<file path="src/include/cioc_pkg.sv">
// package: register map, configuration layout and carriers of the io cell
package cioc_pkg;
  localparam int unsigned AXI_AW      = 8;
  localparam logic [7:0]  CFG_OFF     = 8'h00;
  localparam logic [7:0]  CTRL_OFF    = 8'h04;
  localparam logic [7:0]  STAT_OFF    = 8'h08;
  localparam int unsigned CTRL_DONE   = 0;
  localparam logic [1:0]  RESP_OKAY   = 2'h0;
  localparam logic [1:0]  RESP_SLVERR = 2'h2;
  localparam logic        DONE_RST    = 1'b0;
  localparam int unsigned CHAIN_LEN   = 3;
  localparam int unsigned CHAIN_PAD   = 0;
  localparam int unsigned CHAIN_OUT   = 1;
  localparam int unsigned CHAIN_OE    = 2;

  typedef enum logic [1:0] {
    CIOC_SYNC_SET,
    CIOC_SYNC_RST,
    CIOC_ASYNC_PRE,
    CIOC_ASYNC_CLR
  } cioc_srm_t;

  // configuration word, msb first
  typedef struct packed {
    logic [8:0] unused;
    logic       keeper;
    logic       pull_dn;
    logic       pull_up;
    cioc_srm_t  srm_oe;
    cioc_srm_t  srm_out;
    cioc_srm_t  srm_in;
    logic       latch_oe;
    logic       latch_out;
    logic       latch_in;
    logic       oe_inv;
    logic       sr_inv;
    logic       ce_oe_inv;
    logic       ce_out_inv;
    logic       ce_in_inv;
    logic       clk_inv;
    logic       out_inv;
    logic       oe_reg;
    logic       out_reg;
    logic       in_dly;
    logic       in_reg;
  } cioc_cfg_t;

  localparam cioc_cfg_t CFG_RST = '0;

  // pin inputs that cross into clk
  typedef struct packed {
    logic scan_extest;
    logic scan_update;
    logic scan_capture;
    logic scan_shift;
    logic scan_tdi;
    logic scan_tck;
    logic mode_pullup;
    logic pad;
  } cioc_pins_t;

  localparam cioc_pins_t PINS_RST = '0;

  typedef struct packed {
    logic [25:0] unused;
    logic        done;
    logic        keep;
    logic        oe_q;
    logic        out_q;
    logic        in_q;
    logic        pad;
  } cioc_stat_t;
endpackage

</file>
<file path="src/design/cioc_store.sv">
// storage element: flip-flop or latch with shared set/reset modes
`timescale 1ns/1ps
module cioc_store (
  input  wire logic                clk,
  input  wire logic                resetn,
  input  wire logic                d,
  input  wire logic                ce,
  input  wire logic                edge_p,
  input  wire logic                gate,
  input  wire logic                sr,
  input  wire logic                latch,
  input  wire cioc_pkg::cioc_srm_t mode,
  output logic                     q_q
);
  logic q_d;
  logic is_async;
  logic is_set;
  logic upd;

  always_comb begin
    is_async = (mode == cioc_pkg::CIOC_ASYNC_PRE) || (mode == cioc_pkg::CIOC_ASYNC_CLR);
    is_set   = (mode == cioc_pkg::CIOC_SYNC_SET) || (mode == cioc_pkg::CIOC_ASYNC_PRE);
    upd      = latch ? gate : edge_p;
    q_d      = q_q;
    if (sr && is_async) begin
      q_d = is_set;
    end else if (upd && sr) begin
      q_d = is_set;
    end else if (upd && ce) begin
      q_d = d;
    end
  end

  always_ff @(posedge clk or negedge resetn) begin
    if (!resetn) begin
      q_q <= 1'b0;
    end else begin
      q_q <= q_d;
    end
  end
endmodule

</file>
<file path="src/design/cioc_scan.sv">
// boundary-scan chain of the cell: capture, shift and update stages
`timescale 1ns/1ps
module cioc_scan (
  input  wire logic                           clk,
  input  wire logic                           resetn,
  input  wire logic                           tck,
  input  wire logic                           tdi,
  input  wire logic                           shift,
  input  wire logic                           capture,
  input  wire logic                           update,
  input  wire logic [cioc_pkg::CHAIN_LEN-1:0] cap,
  output logic                                tdo_q,
  output logic      [cioc_pkg::CHAIN_LEN-1:0] upd_q
);
  logic                           tck_q;
  logic                           rise;
  logic [cioc_pkg::CHAIN_LEN-1:0] chain_q;
  logic [cioc_pkg::CHAIN_LEN-1:0] chain_d;
  logic [cioc_pkg::CHAIN_LEN-1:0] upd_d;

  always_comb begin
    rise    = tck && !tck_q;
    chain_d = chain_q;
    upd_d   = upd_q;
    if (rise && capture) begin
      chain_d = cap;
    end else if (rise && shift) begin
      chain_d = {tdi, chain_q[cioc_pkg::CHAIN_LEN-1:1]};
    end
    if (rise && update) begin
      upd_d = chain_q;
    end
  end

  always_ff @(posedge clk or negedge resetn) begin
    if (!resetn) begin
      tck_q   <= 1'b0;
      chain_q <= '0;
      upd_q   <= '0;
      tdo_q   <= 1'b0;
    end else begin
      tck_q   <= tck;
      chain_q <= chain_d;
      upd_q   <= upd_d;
      tdo_q   <= chain_d[0];
    end
  end
endmodule

</file>
<file path="src/design/cioc_top.sv">
// configurable io cell with axi4-lite configuration port
//
// Operation
// - the cell holds input, output and output-enable elements, each a flip-flop or a latch.
// - all three share one cell clock and each has its own clock enable gating its updates.
// - one shared set/reset acts per element as sync set, sync reset, async preset or async clear.
// - output data and each control input (clock, enables, set/reset, enable) can be inverted separately.
// - before configuration is done the pad floats, pull-down and keeper are off, only pull-up may be on.
// - the pull-up before configuration is one global choice from the mode pins, else the pad floats.
// - the pad level reaches the fabric directly or through the input element, by configuration.
// - an optional delay stands in front of the input element data to make pad hold time zero.
// - after configuration each pad offers a selectable pull-up or pull-down.
// - pad output data comes directly from the fabric or through the output element.
// - the driver enable comes directly from the fabric or through its own element.
// - with the keeper on, the cell weakly drives the pad to its sensed level.
// - every cell takes part in boundary-scan test through a capture, shift and update chain.
//
// Implementation choices: the placing of the registers and the AXI4-Lite register port.
`timescale 1ns/1ps
module cioc_top (
  input  wire logic                        clk,
  input  wire logic                        resetn,
  input  wire logic                        awvalid,
  output logic                             awready,
  input  wire logic [cioc_pkg::AXI_AW-1:0] awaddr,
  input  wire logic                        wvalid,
  output logic                             wready,
  input  wire logic [31:0]                 wdata,
  input  wire logic [3:0]                  wstrb,
  output logic                             bvalid,
  input  wire logic                        bready,
  output logic      [1:0]                  bresp,
  input  wire logic                        arvalid,
  output logic                             arready,
  input  wire logic [cioc_pkg::AXI_AW-1:0] araddr,
  output logic                             rvalid,
  input  wire logic                        rready,
  output logic      [31:0]                 rdata,
  output logic      [1:0]                  rresp,
  input  wire logic                        pad_i,
  input  wire logic                        mode_pullup,
  input  wire logic                        scan_tck,
  input  wire logic                        scan_tdi,
  input  wire logic                        scan_shift,
  input  wire logic                        scan_capture,
  input  wire logic                        scan_update,
  input  wire logic                        scan_extest,
  input  wire logic                        fab_clk,
  input  wire logic                        fab_o,
  input  wire logic                        fab_oe,
  input  wire logic                        fab_ce_in,
  input  wire logic                        fab_ce_out,
  input  wire logic                        fab_ce_oe,
  input  wire logic                        fab_sr,
  output logic                             fab_in_q,
  output logic                             pad_o_q,
  output logic                             pad_oe_q,
  output logic                             pad_pu_q,
  output logic                             pad_pd_q,
  output logic                             pad_keep_oe_q,
  output logic                             pad_keep_o_q,
  output logic                             scan_tdo_q
);
  // pin synchroniser; only s2 is read
  cioc_pkg::cioc_pins_t pins_raw;
  cioc_pkg::cioc_pins_t pins_s1_q;
  cioc_pkg::cioc_pins_t pins_s2_q;
  assign pins_raw = '{scan_extest: scan_extest, scan_update: scan_update, scan_capture: scan_capture,
                      scan_shift: scan_shift, scan_tdi: scan_tdi, scan_tck: scan_tck,
                      mode_pullup: mode_pullup, pad: pad_i};
  always_ff @(posedge clk or negedge resetn) begin
    if (!resetn) begin
      pins_s1_q <= cioc_pkg::PINS_RST;
      pins_s2_q <= cioc_pkg::PINS_RST;
    end else begin
      pins_s1_q <= pins_raw;
      pins_s2_q <= pins_s1_q;
    end
  end
  // register file and axi4-lite slave
  cioc_pkg::cioc_cfg_t       cfg_q;
  cioc_pkg::cioc_cfg_t       cfg_d;
  logic                      done_q;
  logic                      done_d;
  logic                      aw_got_q;
  logic                      aw_got_d;
  logic                      w_got_q;
  logic                      w_got_d;
  logic [cioc_pkg::AXI_AW-1:0] waddr_q;
  logic [cioc_pkg::AXI_AW-1:0] waddr_d;
  logic [31:0]               wdat_q;
  logic [31:0]               wdat_d;
  logic [3:0]                wstb_q;
  logic [3:0]                wstb_d;
  logic                      awready_d;
  logic                      wready_d;
  logic                      bvalid_d;
  logic [1:0]                bresp_d;
  logic                      arready_d;
  logic                      rvalid_d;
  logic [31:0]               rdata_d;
  logic [1:0]                rresp_d;
  logic                      do_wr;
  logic [31:0]               cfg_w;
  cioc_pkg::cioc_stat_t      stat;
  logic                      q_in;
  logic                      q_out;
  logic                      q_oe;
  always_comb begin
    stat     = '{unused: '0, done: done_q, keep: pad_keep_oe_q, oe_q: q_oe,
                 out_q: q_out, in_q: q_in, pad: pins_s2_q.pad};
    aw_got_d = aw_got_q || (awvalid && awready);
    w_got_d  = w_got_q || (wvalid && wready);
    waddr_d  = (awvalid && awready) ? awaddr : waddr_q;
    wdat_d   = (wvalid && wready) ? wdata : wdat_q;
    wstb_d   = (wvalid && wready) ? wstrb : wstb_q;
    do_wr    = aw_got_q && w_got_q && !bvalid;
    cfg_w    = cfg_q;
    cfg_d    = cfg_q;
    done_d   = done_q;
    bvalid_d = bvalid && !bready;
    bresp_d  = bresp;
    // byte lanes merged per strobe
    for (int b = 0; b < 4; b++) begin
      if (wstb_q[b]) begin
        cfg_w[8*b +: 8] = wdat_q[8*b +: 8];
      end
    end
    if (do_wr) begin
      aw_got_d = 1'b0;
      w_got_d  = 1'b0;
      bvalid_d = 1'b1;
      bresp_d  = cioc_pkg::RESP_OKAY;
      if (waddr_q == cioc_pkg::CFG_OFF) begin
        cfg_d = cioc_pkg::cioc_cfg_t'(cfg_w);
      end else if (waddr_q == cioc_pkg::CTRL_OFF) begin
        if (wstb_q[0]) begin
          done_d = wdat_q[cioc_pkg::CTRL_DONE];
        end
      end else if (waddr_q != cioc_pkg::STAT_OFF) begin
        bresp_d = cioc_pkg::RESP_SLVERR;
      end
    end
    awready_d = !aw_got_d && !bvalid_d;
    wready_d  = !w_got_d && !bvalid_d;
    rvalid_d  = rvalid && !rready;
    rdata_d   = rdata;
    rresp_d   = rresp;
    if (arvalid && arready) begin
      rvalid_d = 1'b1;
      rresp_d  = cioc_pkg::RESP_OKAY;
      unique case (araddr)
        cioc_pkg::CFG_OFF:  rdata_d = cfg_q;
        cioc_pkg::CTRL_OFF: rdata_d = {31'h0, done_q};
        cioc_pkg::STAT_OFF: rdata_d = stat;
        default: begin
          rdata_d = 32'h0;
          rresp_d = cioc_pkg::RESP_SLVERR;
        end
      endcase
    end
    arready_d = !rvalid_d;
  end

  always_ff @(posedge clk or negedge resetn) begin
    if (!resetn) begin
      cfg_q    <= cioc_pkg::CFG_RST;
      done_q   <= cioc_pkg::DONE_RST;
      aw_got_q <= 1'b0;
      w_got_q  <= 1'b0;
      waddr_q  <= '0;
      wdat_q   <= 32'h0;
      wstb_q   <= 4'h0;
      awready  <= 1'b1;
      wready   <= 1'b1;
      bvalid   <= 1'b0;
      bresp    <= cioc_pkg::RESP_OKAY;
      arready  <= 1'b1;
      rvalid   <= 1'b0;
      rdata    <= 32'h0;
      rresp    <= cioc_pkg::RESP_OKAY;
    end else begin
      cfg_q    <= cfg_d;
      done_q   <= done_d;
      aw_got_q <= aw_got_d;
      w_got_q  <= w_got_d;
      waddr_q  <= waddr_d;
      wdat_q   <= wdat_d;
      wstb_q   <= wstb_d;
      awready  <= awready_d;
      wready   <= wready_d;
      bvalid   <= bvalid_d;
      bresp    <= bresp_d;
      arready  <= arready_d;
      rvalid   <= rvalid_d;
      rdata    <= rdata_d;
      rresp    <= rresp_d;
    end
  end
  // cell clock and controls; the cell clock is sampled only for edge detection, so its edge shows in the clk cycle it rises
  logic cclk;
  logic cclk_q;
  logic cedge;
  logic sr_act;
  logic pad_dly_q;
  logic d_in;
  logic d_oe;
  logic out_core;
  logic oe_core;
  logic extest;
  logic [cioc_pkg::CHAIN_LEN-1:0] scan_upd;
  logic [cioc_pkg::CHAIN_LEN-1:0] scan_cap;
  logic fab_in_d;
  logic pad_o_d;
  logic pad_oe_d;
  logic pad_pu_d;
  logic pad_pd_d;
  logic keep_oe_d;
  always_comb begin
    cclk     = fab_clk ^ cfg_q.clk_inv;
    cedge    = cclk && !cclk_q;
    sr_act   = fab_sr ^ cfg_q.sr_inv;
    d_in     = cfg_q.in_dly ? pad_dly_q : pins_s2_q.pad;
    d_oe     = fab_oe ^ cfg_q.oe_inv;
    extest   = pins_s2_q.scan_extest;
    out_core = (cfg_q.out_reg ? q_out : fab_o) ^ cfg_q.out_inv;
    oe_core  = cfg_q.oe_reg ? q_oe : d_oe;
    fab_in_d = cfg_q.in_reg ? q_in : pins_s2_q.pad;
    scan_cap = {oe_core, out_core, pins_s2_q.pad};
    // unconfigured pad floats; only the global pull-up may act
    pad_o_d   = extest ? scan_upd[cioc_pkg::CHAIN_OUT] : out_core;
    pad_oe_d  = 1'b0;
    pad_pu_d  = pins_s2_q.mode_pullup;
    pad_pd_d  = 1'b0;
    keep_oe_d = 1'b0;
    if (done_q) begin
      pad_oe_d  = extest ? scan_upd[cioc_pkg::CHAIN_OE] : oe_core;
      pad_pu_d  = cfg_q.pull_up;
      pad_pd_d  = cfg_q.pull_dn && !cfg_q.pull_up;
      keep_oe_d = cfg_q.keeper;
    end
  end
  always_ff @(posedge clk or negedge resetn) begin
    if (!resetn) begin
      cclk_q        <= 1'b0;
      pad_dly_q     <= 1'b0;
      fab_in_q      <= 1'b0;
      pad_o_q       <= 1'b0;
      pad_oe_q      <= 1'b0;
      pad_pu_q      <= 1'b0;
      pad_pd_q      <= 1'b0;
      pad_keep_oe_q <= 1'b0;
      pad_keep_o_q  <= 1'b0;
    end else begin
      cclk_q        <= cclk;
      pad_dly_q     <= pins_s2_q.pad;
      fab_in_q      <= fab_in_d;
      pad_o_q       <= pad_o_d;
      pad_oe_q      <= pad_oe_d;
      pad_pu_q      <= pad_pu_d;
      pad_pd_q      <= pad_pd_d;
      pad_keep_oe_q <= keep_oe_d;
      pad_keep_o_q  <= pins_s2_q.pad;
    end
  end
  // the three elements; latch gate is the cell clock level
  cioc_store u_in (
    .clk    (clk),
    .resetn (resetn),
    .d      (d_in),
    .ce     (fab_ce_in ^ cfg_q.ce_in_inv),
    .edge_p (cedge),
    .gate   (cclk),
    .sr     (sr_act),
    .latch  (cfg_q.latch_in),
    .mode   (cfg_q.srm_in),
    .q_q    (q_in)
  );
  cioc_store u_out (
    .clk    (clk),
    .resetn (resetn),
    .d      (fab_o),
    .ce     (fab_ce_out ^ cfg_q.ce_out_inv),
    .edge_p (cedge),
    .gate   (cclk),
    .sr     (sr_act),
    .latch  (cfg_q.latch_out),
    .mode   (cfg_q.srm_out),
    .q_q    (q_out)
  );
  cioc_store u_oe (
    .clk    (clk),
    .resetn (resetn),
    .d      (d_oe),
    .ce     (fab_ce_oe ^ cfg_q.ce_oe_inv),
    .edge_p (cedge),
    .gate   (cclk),
    .sr     (sr_act),
    .latch  (cfg_q.latch_oe),
    .mode   (cfg_q.srm_oe),
    .q_q    (q_oe)
  );
  cioc_scan u_scan (
    .clk     (clk),
    .resetn  (resetn),
    .tck     (pins_s2_q.scan_tck),
    .tdi     (pins_s2_q.scan_tdi),
    .shift   (pins_s2_q.scan_shift),
    .capture (pins_s2_q.scan_capture),
    .update  (pins_s2_q.scan_update),
    .cap     (scan_cap),
    .tdo_q   (scan_tdo_q),
    .upd_q   (scan_upd)
  );
endmodule

</file>
<file path="config.mk">
export PLATFORM = sky130hd
export DESIGN_NAME = cioc_top
export DESIGN_NICKNAME = d
export VERILOG_FILES = /design/src/include/cioc_pkg.sv /design/src/design/cioc_store.sv /design/src/design/cioc_scan.sv /design/src/design/cioc_top.sv
export SDC_FILE = /design/constraint.sdc
export NUM_CORES = 1
export LEC_CHECK = 0
export ABC_AREA = 1
export BUFFER_PORTS_ARGS = -buffer_cell sky130_fd_sc_hd__buf_2
export CAP_MARGIN = 20
export CORE_UTILIZATION = 55
export DETAILED_ROUTE_END_ITERATION = 7
export PLACE_DENSITY = 0.88
export SLEW_MARGIN = 20
export SYNTH_ARGS = -nofsm -noshare
export SYNTH_HDL_FRONTEND = slang
export SYNTH_SLANG_ARGS = --single-unit
</file>
<file path="constraint.sdc">
create_clock -name clk -period 1.64 [get_ports clk]
set_input_delay 0.164 -clock clk [delete_from_list [all_inputs] [get_ports clk]]
set_output_delay 0.164 -clock clk [all_outputs]
set_load 0.02 [all_outputs]
</file>
==> results of run 1 <==
==> how the worst max path moves through the flow <==
stage / end / slack (ns) / cells past startpoint
finish: cfg_q[8] / 0.0005 / 6
global route: cfg_q[8] / -0.04 / 6
CTS: cfg_q[5] / 0.05 / 6
detailed placement: cfg_q[5] / 0.15 / 6
global placement: cfg_q[3] / 0.19 / 6
floorplan: cfg_q[20] / 0.32 / 6
==> cells in the final DEF, fill, tap and decap left out, types with 2 or more instances in the layout <==
| master | synthesis | routed |
|---|---|---|
| buf_4 | 5 | 8 |
| conb_1 | 1 | 2 |
| clkbuf_1 | 11 | 3 |
| dlygate4sd3_1 | 0 | 56 |
| dfstp_2 | 3 | 3 |
| clkbuf_16 | 0 | 16 |
| clkbuf_8 | 0 | 2 |
| clkinv_4 | 0 | 2 |
| dfrtp_1 | 148 | 148 |
| buf_12 | 0 | 5 |
| xor2_1 | 4 | 4 |
| buf_2 | 5 | 119 |
| nor2_4 | 3 | 3 |
| clkinv_2 | 0 | 2 |
| nand2_4 | 2 | 3 |
| nor2_1 | 23 | 23 |
| nand3_1 | 70 | 70 |
| bufinv_16 | 0 | 3 |
| inv_1 | 42 | 42 |
| o21ai_0 | 19 | 19 |
| nand2_1 | 322 | 322 |
| nand3b_1 | 3 | 3 |
| a21oi_2 | 3 | 3 |
| clkinvlp_4 | 0 | 3 |
| nor2_2 | 5 | 5 |
==> state kept, by name, summed over array words and instances (netlist names), 2 cells and up <==
signal          flops
u_scan.chain_q      3
u_scan.upd_q        2
rdata              32
wdat_q             32
cfg_q              32
wstb_q              4
pins_s2_q           7
pins_s1_q           8
waddr_q             8
==> what timing repair did <==
item,in CTS,in global routing
setup buffers,0,3
endpoints found under the hold margin,204,0
setup endpoints to repair,0,32
gates resized for setup,0,1
hold buffers,56,0
==> worst max-delay path, delay by kind of cell (launching register included) <==
family / cells / cell delay (ns)
simple gates: 6 / 1.12
flops: 1 / 0.40
==> power by group through the flow <==
| stage | combinational [W] | clock [W] | sequential, W |
|---|---|---|---|
| after floorplan | 0.00164 | 0 | 0.00537 |
| after global placement | 0.00233 | 0 | 0.00543 |
| after detailed placement | 0.00246 | 0 | 0.00547 |
| after CTS | 0.00265 | 0.00389 | 0.00545 |
| after global routing | 0.00310 | 0.00407 | 0.00559 |
| final | 0.00276 | 0.00391 | 0.00552 |
==> kinds of logic (layout without fill, tap and decap cells) <==
group | count (synthesis) | count (layout) | share of synthesized area, %
XOR/XNOR | 5 | 5 | 0.7187
other | 1 | 2 | 0.06154
AO/OA/AOI/OAI | 28 | 28 | 2.711
multiplexers | 1 | 1 | 0.1848
buffers and inverters | 66 | 264 | 4.723
flip-flops | 151 | 151 | 62.07
AND/OR/NAND/NOR | 433 | 433 | 29.53
==> layout make-up <==
| class | count | area share [%] |
|---|---|---|
| clock buffers | 21 | 5.444 |
| clock inverters | 11 | 1.846 |
| inverters | 43 | 2.001 |
| multi-input cells | 469 | 25.19 |
| flip-flops and latches | 151 | 46.89 |
| well taps | 140 | 2.172 |
| repair buffers | 189 | 16.46 |
==> layer usage <==
layer | routed length (um) | part of all wire [%] | vias up | GRT usage, %
met2 | 7990 | 48 | 366 | 50.41
met1 | 6479 | 39 | 2655 | 40.34
met3 | 1336 | 8.1 | 89 | 6.235
met4 | 781 | 4.7 | 0 | 14.29
met5 | 0 | 0 | - | 0
li1 | - | - | 2501 | -
==> metrics by stage <==
stage	utilization, %	hold slack, ns	setup slack [ns]
6_report	74.74	0.02486	0.0005143
5_1_grt	74.74	0.06586	-0.03623
4_1_cts	74.48	0.006949	0.04829
3_5_place_dp	63.84	0.1174	0.1497
3_3_place_gp	63.84	0.1200	0.1908
2_1_floorplan	-	-0.1316	0.3242
==> impl_metrics.yaml, run 1 <==
logic_synthesis:
  yosysMostFrequentCell: "nand2_1"
  ys_seq_area_share_pct: 62.07
  async_flop_share_pct: 100.0
  syn_area_um2: 6093
  synth_area_leaders: "dfrtp_1 (61%), nand2_1 (20%), nand3_1 (5.7%)"
  ys_seq_elements: 151
  synthTopCellsByCount: "nand2_1 (322), dfrtp_1 (148), nand3_1 (70), inv_1 (42), nor2_1 (23)"
  synthCells: 685
  synth-main-ff-cell: "dfrtp_1"
  synth_top_area_share_pct: 60.78
  synth-edff-count: 0
  synth_cell_types: 32
  yosysWarnings: 0
  avgSynthCellArea_um2: 8.895
  yosys.area.top_type: "dfrtp_1"
placed_design:
  place_hpwl_um: 9687
  portBuffers: 120
  place_area_um2: 6890
  dp.cells: 933
  gp_congestion: 0.8558
setup_path:
  startpoint: "waddr_q[6]"
  r2r_start: "waddr_q[6]"
  r2r-end: "cfg_q[8]"
  r2r_setup_slack_ns: 0.0005
  critPathCaptureType: "flop"
  crit_path_max_fanout: 8
  max_stage_delay_ns: 0.40
  worst-endpoint-arrival_ns: 2.04
  worst-r2r-cell-count: 6
  crit_path_top_delay_cell: "dfrtp_1"
  cpMostUsedCell: "nand2_1"
  required_ns: 2.04
  start_kind: "flop"
  crit_type: "reg2reg"
  path_cells: "nor2_1, nand3_1, nor2_4, nand2_1, nand2_1, nand2_1"
global_route:
  grt.overflow.total: 0
  grtUsageTotal_pct: 31.01
  antenna_found_initial: 0
  grt_max_degree: 48
  grt_pass1_vias: 5542
  grt_pass1_wl_um: 27050
power_and_ir_drop:
  powerDensity_nw_per_um2: 1510
  p_leak_nw: 4.528
  peakVddDrop_mv: 0.9765
  intPower_w: 0.008063
  swShare_pct: 33.81
  switchingPower_w: 0.004118
  pwr-share-clk_pct: 32.1
  combPwrFrac_pct: 22.6
  seqPwrFrac_pct: 45.3
  power_w: 0.01218
route:
  firstDrtPassIters: 7
  vias: 5611
  drt_iter0_drc: 615
  wirelength_um: 16590
  antenna_left: 0
  wl_per_cell_um: 16.20
  drc: 0
  via_per_inst: 5.479
cells_and_area:
  drive_gt1_share_pct: 20.81
  nNetsFinal: 945
  final_cells: 1024
  fin_area_um2: 8066
  fill_cells: 644
  syn_to_final_growth_pct: 32.38
  multi_input_area_um2: 2032
  diodes: 0
  seqCellArea_um2: 3782
clock_tree:
  cts_root_buf: "clkbuf_8"
  clock_path_buffers: 2
  clock_sinks: 151
  cts_tree: "built"
  cts_inserted_buffers: 17
  clock_latency_ns: 0.53
  clk_pin_slew_ns: 0.07
  h-tree-depth: 4
sta:
  finalCritPeriodShare_pct: 99.97
  clock.fmax_mhz: 609.9
  period_minus_slack_ns: 1.639
  setup_violations: 0
  fin_skew_ns: 0.009481
  grt_setup_unrepaired: "yes"
  slew_headroom_pct: 63.42
  hold_violations: 0
  setup_tns_ns: 0
  worstMarginPinSlew_ns: 0.5482
  final_max_slew_viol_count: 0
floorplan:
  fp.dieW_um: 107.3
  dieArea_um2: 11500
  coreArea_um2: 10790
  rows: 38
  start_util_pct: 56.46
  ios: 123
  die_h_um: 107.3
min_path:
  min_delay_path_depth: 3
  min_to: "rresp[1]"
  holdCritPathClass: "in2reg"
  min_from: "araddr[2]"
job:
  cap_violations: 0
status:
  status: "complete, no violations"
Note: power is estimated with default switching activity, not from simulation.
==> run 2: changes to the inputs <==
Settings changed: MAX_ROUTING_LAYER set to met4.
==> impl_metrics.yaml, run 2 (synthesis gave the netlist of run 1 again) <==
status:
  status: "complete, no violations"
setup_path:
  r2r_start: "waddr_q[6]"
  worst-endpoint-arrival_ns: 1.97
  worst-path-buf-inv: 0
  r2r-end: "cfg_q[8]"
  worst-r2r-cell-count: 6
  max_stage_delay_ns: 0.40
  start_kind: "flop"
  crit_path_top_delay_cell: "dfrtp_1"
  required_ns: 2.04
  critPathCaptureType: "flop"
  path_cells: "nor2_1, nand3_2, nor2_4, nand2_1, nand2_1, nand2_1"
  cp_top_family: "simple AND/OR/NAND/NOR gates"
  crit_path_max_fanout: 8
  cpMostUsedCell: "nand2_1"
  r2r_setup_slack_ns: 0.07
  crit_type: "reg2reg"
sta:
  period_minus_slack_ns: 1.569
  hold_violations: 0
  final_max_slew_viol_count: 0
  fin_skew_ns: 0.01107
  fin_ws_ns: 0.07141
  finalCritPeriodShare_pct: 95.65
  grt_setup_unrepaired: "no"
  setup_violations: 0
  slew_headroom_pct: 65.58
  setup_tns_ns: 0
  worstMarginPinSlew_ns: 0.5158
  clock.fmax_mhz: 637.5
global_route:
  grt_pass1_vias: 5539
  grt_pass1_wl_um: 27030
  grt_max_degree: 48
  grt.overflow.total: 0
  antenna_found_initial: 0
  grtUsageTotal_pct: 31.91
power_and_ir_drop:
  p_leak_nw: 4.530
  powerDensity_nw_per_um2: 1513
  power_w: 0.01221
  peakVddDrop_mv: 0.9680
placed_design:
  pre_cts_ws_ns: 0.1497
  place_hpwl_um: 9687
  portBuffers: 120
  gp_congestion: 0.8694
  dp.cells: 933
floorplan:
  rows: 38
  die_h_um: 107.3
  ios: 123
  start_util_pct: 56.46
  fp.dieW_um: 107.3
  dieArea_um2: 11500
  coreArea_um2: 10790
cells_and_area:
  final_common_cell: "nand2_1"
  nNetsFinal: 945
  fill_cells: 640
  seqCellArea_um2: 3782
  final_cells: 1024
  syn_to_final_growth_pct: 32.46
  top_regs: "cfg_q: 32 flops, rdata: 32 flops, wdat_q: 32 flops"
  multi_input_area_um2: 2037
  diodes: 0
  drive_gt1_share_pct: 20.93
  layout_common_cells: "nand2_1 (322), dfrtp_1 (148), buf_2 (119), nand3_1 (69), dlygate4sd3_1 (56)"
route:
  drt_iter0_drc: 592
  wirelength_um: 16830
  antenna_left: 0
  wl_per_cell_um: 16.44
  drc: 0
  vias: 5594
  firstDrtPassIters: 6
  via_per_inst: 5.463
clock_tree:
  h-tree-depth: 4
  cts_inserted_buffers: 17
  cts_tree: "built"
  clock_sinks: 151
  cts_root_buf: "clkbuf_8"
  clk_pin_slew_ns: 0.06
  clock_path_buffers: 2
  clock_latency_ns: 0.53
min_path:
  min_delay_path_depth: 3
  min_from: "araddr[2]"
  min_to: "rresp[1]"
  holdCritPathClass: "in2reg"
job:
  cap_violations: 0
-- run 2: cell counts in the layout (fill, tap and decap cells not counted) --
No cell type changed its count.
-- run 2: worst min-delay path, stage by stage --
cell and delay, ns:
buf_2 0.11, a211oi_1 0.07, o21ai_0 0.17
-- run 2: worst max-delay path by stage --
stage | from | end | slack, ns | cells after the start
4_1_cts | waddr_q[1] | cfg_q[5] | 0.05 | 6
5_1_grt | bvalid | cfg_q[27] | 0.003 | 6
6_report | waddr_q[6] | cfg_q[8] | 0.07 | 6
3_5_place_dp | waddr_q[1] | cfg_q[5] | 0.15 | 6
3_3_place_gp | waddr_q[5] | cfg_q[3] | 0.19 | 6
2_1_floorplan | bvalid | cfg_q[20] | 0.32 | 6
-- run 2: repair_timing --
item,4_1_cts,5_1_grt
endpoints found under the setup margin,0,32
hold buffers,56,0
setup buffers,0,3
resized for setup,0,2
hold endpoints to repair,204,0
-- run 2: layer usage --
metal / share of wire (%) / routed length (um) / track usage [%] / vias to the layer above
met5: 0 / 0 / - / -
met2: 48 / 8059 / 50.23 / 358
met4: 4.8 / 804 / 14.29 / 0
met1: 39 / 6558 / 40.42 / 2659
li1: - / - / - / 2498
met3: 8.4 / 1408 / 6.356 / 79
-- run 2: per-stage QoR --
stage	cell area (um^2)	hold WS, ns	utilization (%)
2_1_floorplan	6097	-0.1316	-
3_3_place_gp	6890	0.1200	63.84
4_1_cts	8039	0.006949	74.48
5_1_grt	8071	0.05497	74.79
6_report	8071	0.03153	74.79
3_5_place_dp	6890	0.1174	63.84
-- run 2: final cells by class --
cell class	count	share of cell area, %
Clock buffer	21	5.441
Clock inverter	11	1.845
Inverter	43	2.000
Multi-Input combinational cell	469	25.24
Sequential cell	151	46.86
Tap cell	140	2.170
Timing Repair Buffer	189	16.45
-- run 2: where the power goes --
part	internal, W	total (W)	leakage (nW)	switching, W
logic	0.000965	0.00279	2.31	0.00183
clock network	0.00236	0.00389	0.279	0.00153
registers	0.00474	0.00552	1.94	0.000786
==> run 3: changes to the inputs <==
Settings changed: SYNTH_HIERARCHICAL set to 1.
==> impl_metrics.yaml, run 3 <==
status:
  status: "complete, no violations"
setup_path:
  startpoint: "cfg_q[5]"
  critPathCaptureType: "flop"
  worst-endpoint-arrival_ns: 1.96
  r2r_start: "cfg_q[5]"
  start_kind: "flop"
  r2r_setup_slack_ns: 0.14
  required_ns: 2.11
  crit_type: "reg2reg"
  crit_path_max_fanout: 3
logic_synthesis:
  yosysWarnings: 6
  syn_area_um2: 6160
  avgSynthCellArea_um2: 8.888
  synthCells: 693
sta:
  setup_violations: 0
  fin_skew_ns: 0.006300
  setup_tns_ns: 0
  clock.fmax_mhz: 668.5
  period_minus_slack_ns: 1.496
  final_max_slew_viol_count: 0
  grt_setup_unrepaired: "no"
  finalCritPeriodShare_pct: 91.21
  hold_violations: 0
route:
  drc: 0
  via_per_inst: 5.134
  drt_iter0_drc: 417
  vias: 5314
  firstDrtPassIters: 7
  wirelength_um: 15110
  wl_per_cell_um: 14.60
  antenna_left: 0
placed_design:
  place_hpwl_um: 9450
  gp_congestion: 0.8144
  portBuffers: 120
  dp.cells: 945
  place_area_um2: 6973
min_path:
  holdCritPathClass: "in2reg"
  min_from: "fab_ce_in"
power_and_ir_drop:
  pwr-share-clk_pct: 31.3
  intPower_w: 0.007987
  p_leak_nw: 4.591
  seqPwrFrac_pct: 45.8
  combPwrFrac_pct: 22.9
  swShare_pct: 32.90
  peakVddDrop_mv: 1.051
  powerDensity_nw_per_um2: 1463
  power_w: 0.01190
  switchingPower_w: 0.003916
job:
  cap_violations: 0
floorplan:
  dieArea_um2: 11630
  fp.dieW_um: 107.8
  die_h_um: 107.8
  ios: 123
  rows: 38
  coreArea_um2: 10890
  start_util_pct: 56.57
cells_and_area:
  final_cells: 1035
  layout_common_cells: "nand2_1 (321), dfrtp_1 (148), buf_2 (119), nand3_1 (79), dlygate4sd3_1 (58)"
  top_regs: "cfg_q: 32 flops, rdata: 32 flops, wdat_q: 32 flops"
  nNetsFinal: 956
  diodes: 0
  fin_util_pct: 74.72
  drive_gt1_share_pct: 22.12
  syn_to_final_growth_pct: 32.07
  final_common_cell: "nand2_1"
  fin_area_um2: 8135
  fill_cells: 713
global_route:
  met3_usage_pct: 5.932
  gr-usage-met2_pct: 48.72
  grt_max_degree: 46
  grt.overflow.total: 0
  grt_pass1_vias: 5285
  grt_use_met1_pct: 34.01
  grt_busiest_layer: "met2"
  antenna_found_initial: 0
  grtUsageTotal_pct: 29.00
  grt_pass1_wl_um: 24720
clock_tree:
  clk_pin_slew_ns: 0.06
  cts_tree: "built"
  post_cts_buffers: 0
  cts_root_buf: "clkbuf_8"
  clock_latency_ns: 0.53
  clock_sinks: 151
  h-tree-depth: 4
  cts_inserted_buffers: 17
  clock_path_buffers: 2
## run 3: critical path: stages (launching register included)
cell and delay [ns]:
dfrtp_1 0.36, inv_1 0.08, or2_2 0.30, a21oi_2 0.22
nand2_2 0.10, nand2_1 0.10, nand3_1 0.09, nand2_1 0.09
nand2_1 0.05, nand2_1 0.06
## run 3: path summary, 6_finish.rpt
kind,end,cells after the start
max,u_out/q_q,9
min,u_in/q_q,5
max in group asynchronous,awready,3
min reg2reg,pins_s2_q[3],0
min in group asynchronous,pins_s2_q[4],2
max reg2reg,u_out/q_q,9
## run 3: power by group through the flow
stage | clock [W] | combinational (W) | sequential, W
final | 0.00373 | 0.00273 | 0.00545
after floorplan | 0 | 0.00174 | 0.00538
after CTS | 0.00374 | 0.00270 | 0.00543
after global routing | 0.00391 | 0.00309 | 0.00555
after global placement | 0 | 0.00243 | 0.00542
after detailed placement | 0 | 0.00256 | 0.00545
## run 3: stage by stage
| stage | setup WS, ns | hold WS (ns) |
|---|---|---|
| global placement | 0.1917 | 0.1060 |
| floorplan | 0.2540 | -0.1316 |
| global route | 0.01307 | 0.05207 |
| CTS | 0.1057 | 0.01879 |
| detailed placement | 0.1368 | 0.1132 |
| finish | 0.1442 | 0.03262 |
## run 3: per-layer routing
metal | vias up | part of all wire [%] | wire, um
li1 | 2549 | - | -
met1 | 2541 | 41 | 6120
met2 | 180 | 51 | 7750
met3 | 44 | 5.0 | 762
met4 | 0 | 3.1 | 473
met5 | - | 0 | 0
## run 3: area by class of cell
class	count	area, um^2	area share (%)
Clock buffer	24	510.5	6.275
Clock inverter	8	67.56	0.8305
Inverter	43	161.4	1.984
Multi-Input combinational cell	478	2103	25.85
Tap cell	140	175.2	2.153
Timing Repair Buffer	191	1335	16.41
Sequential cell	151	3782	46.49
## run 3: what timing repair did
action,CTS,global route
hold buffers,58,0
endpoints found under the setup margin,0,2
endpoints found under the hold margin,208,0
gates resized for setup,0,1
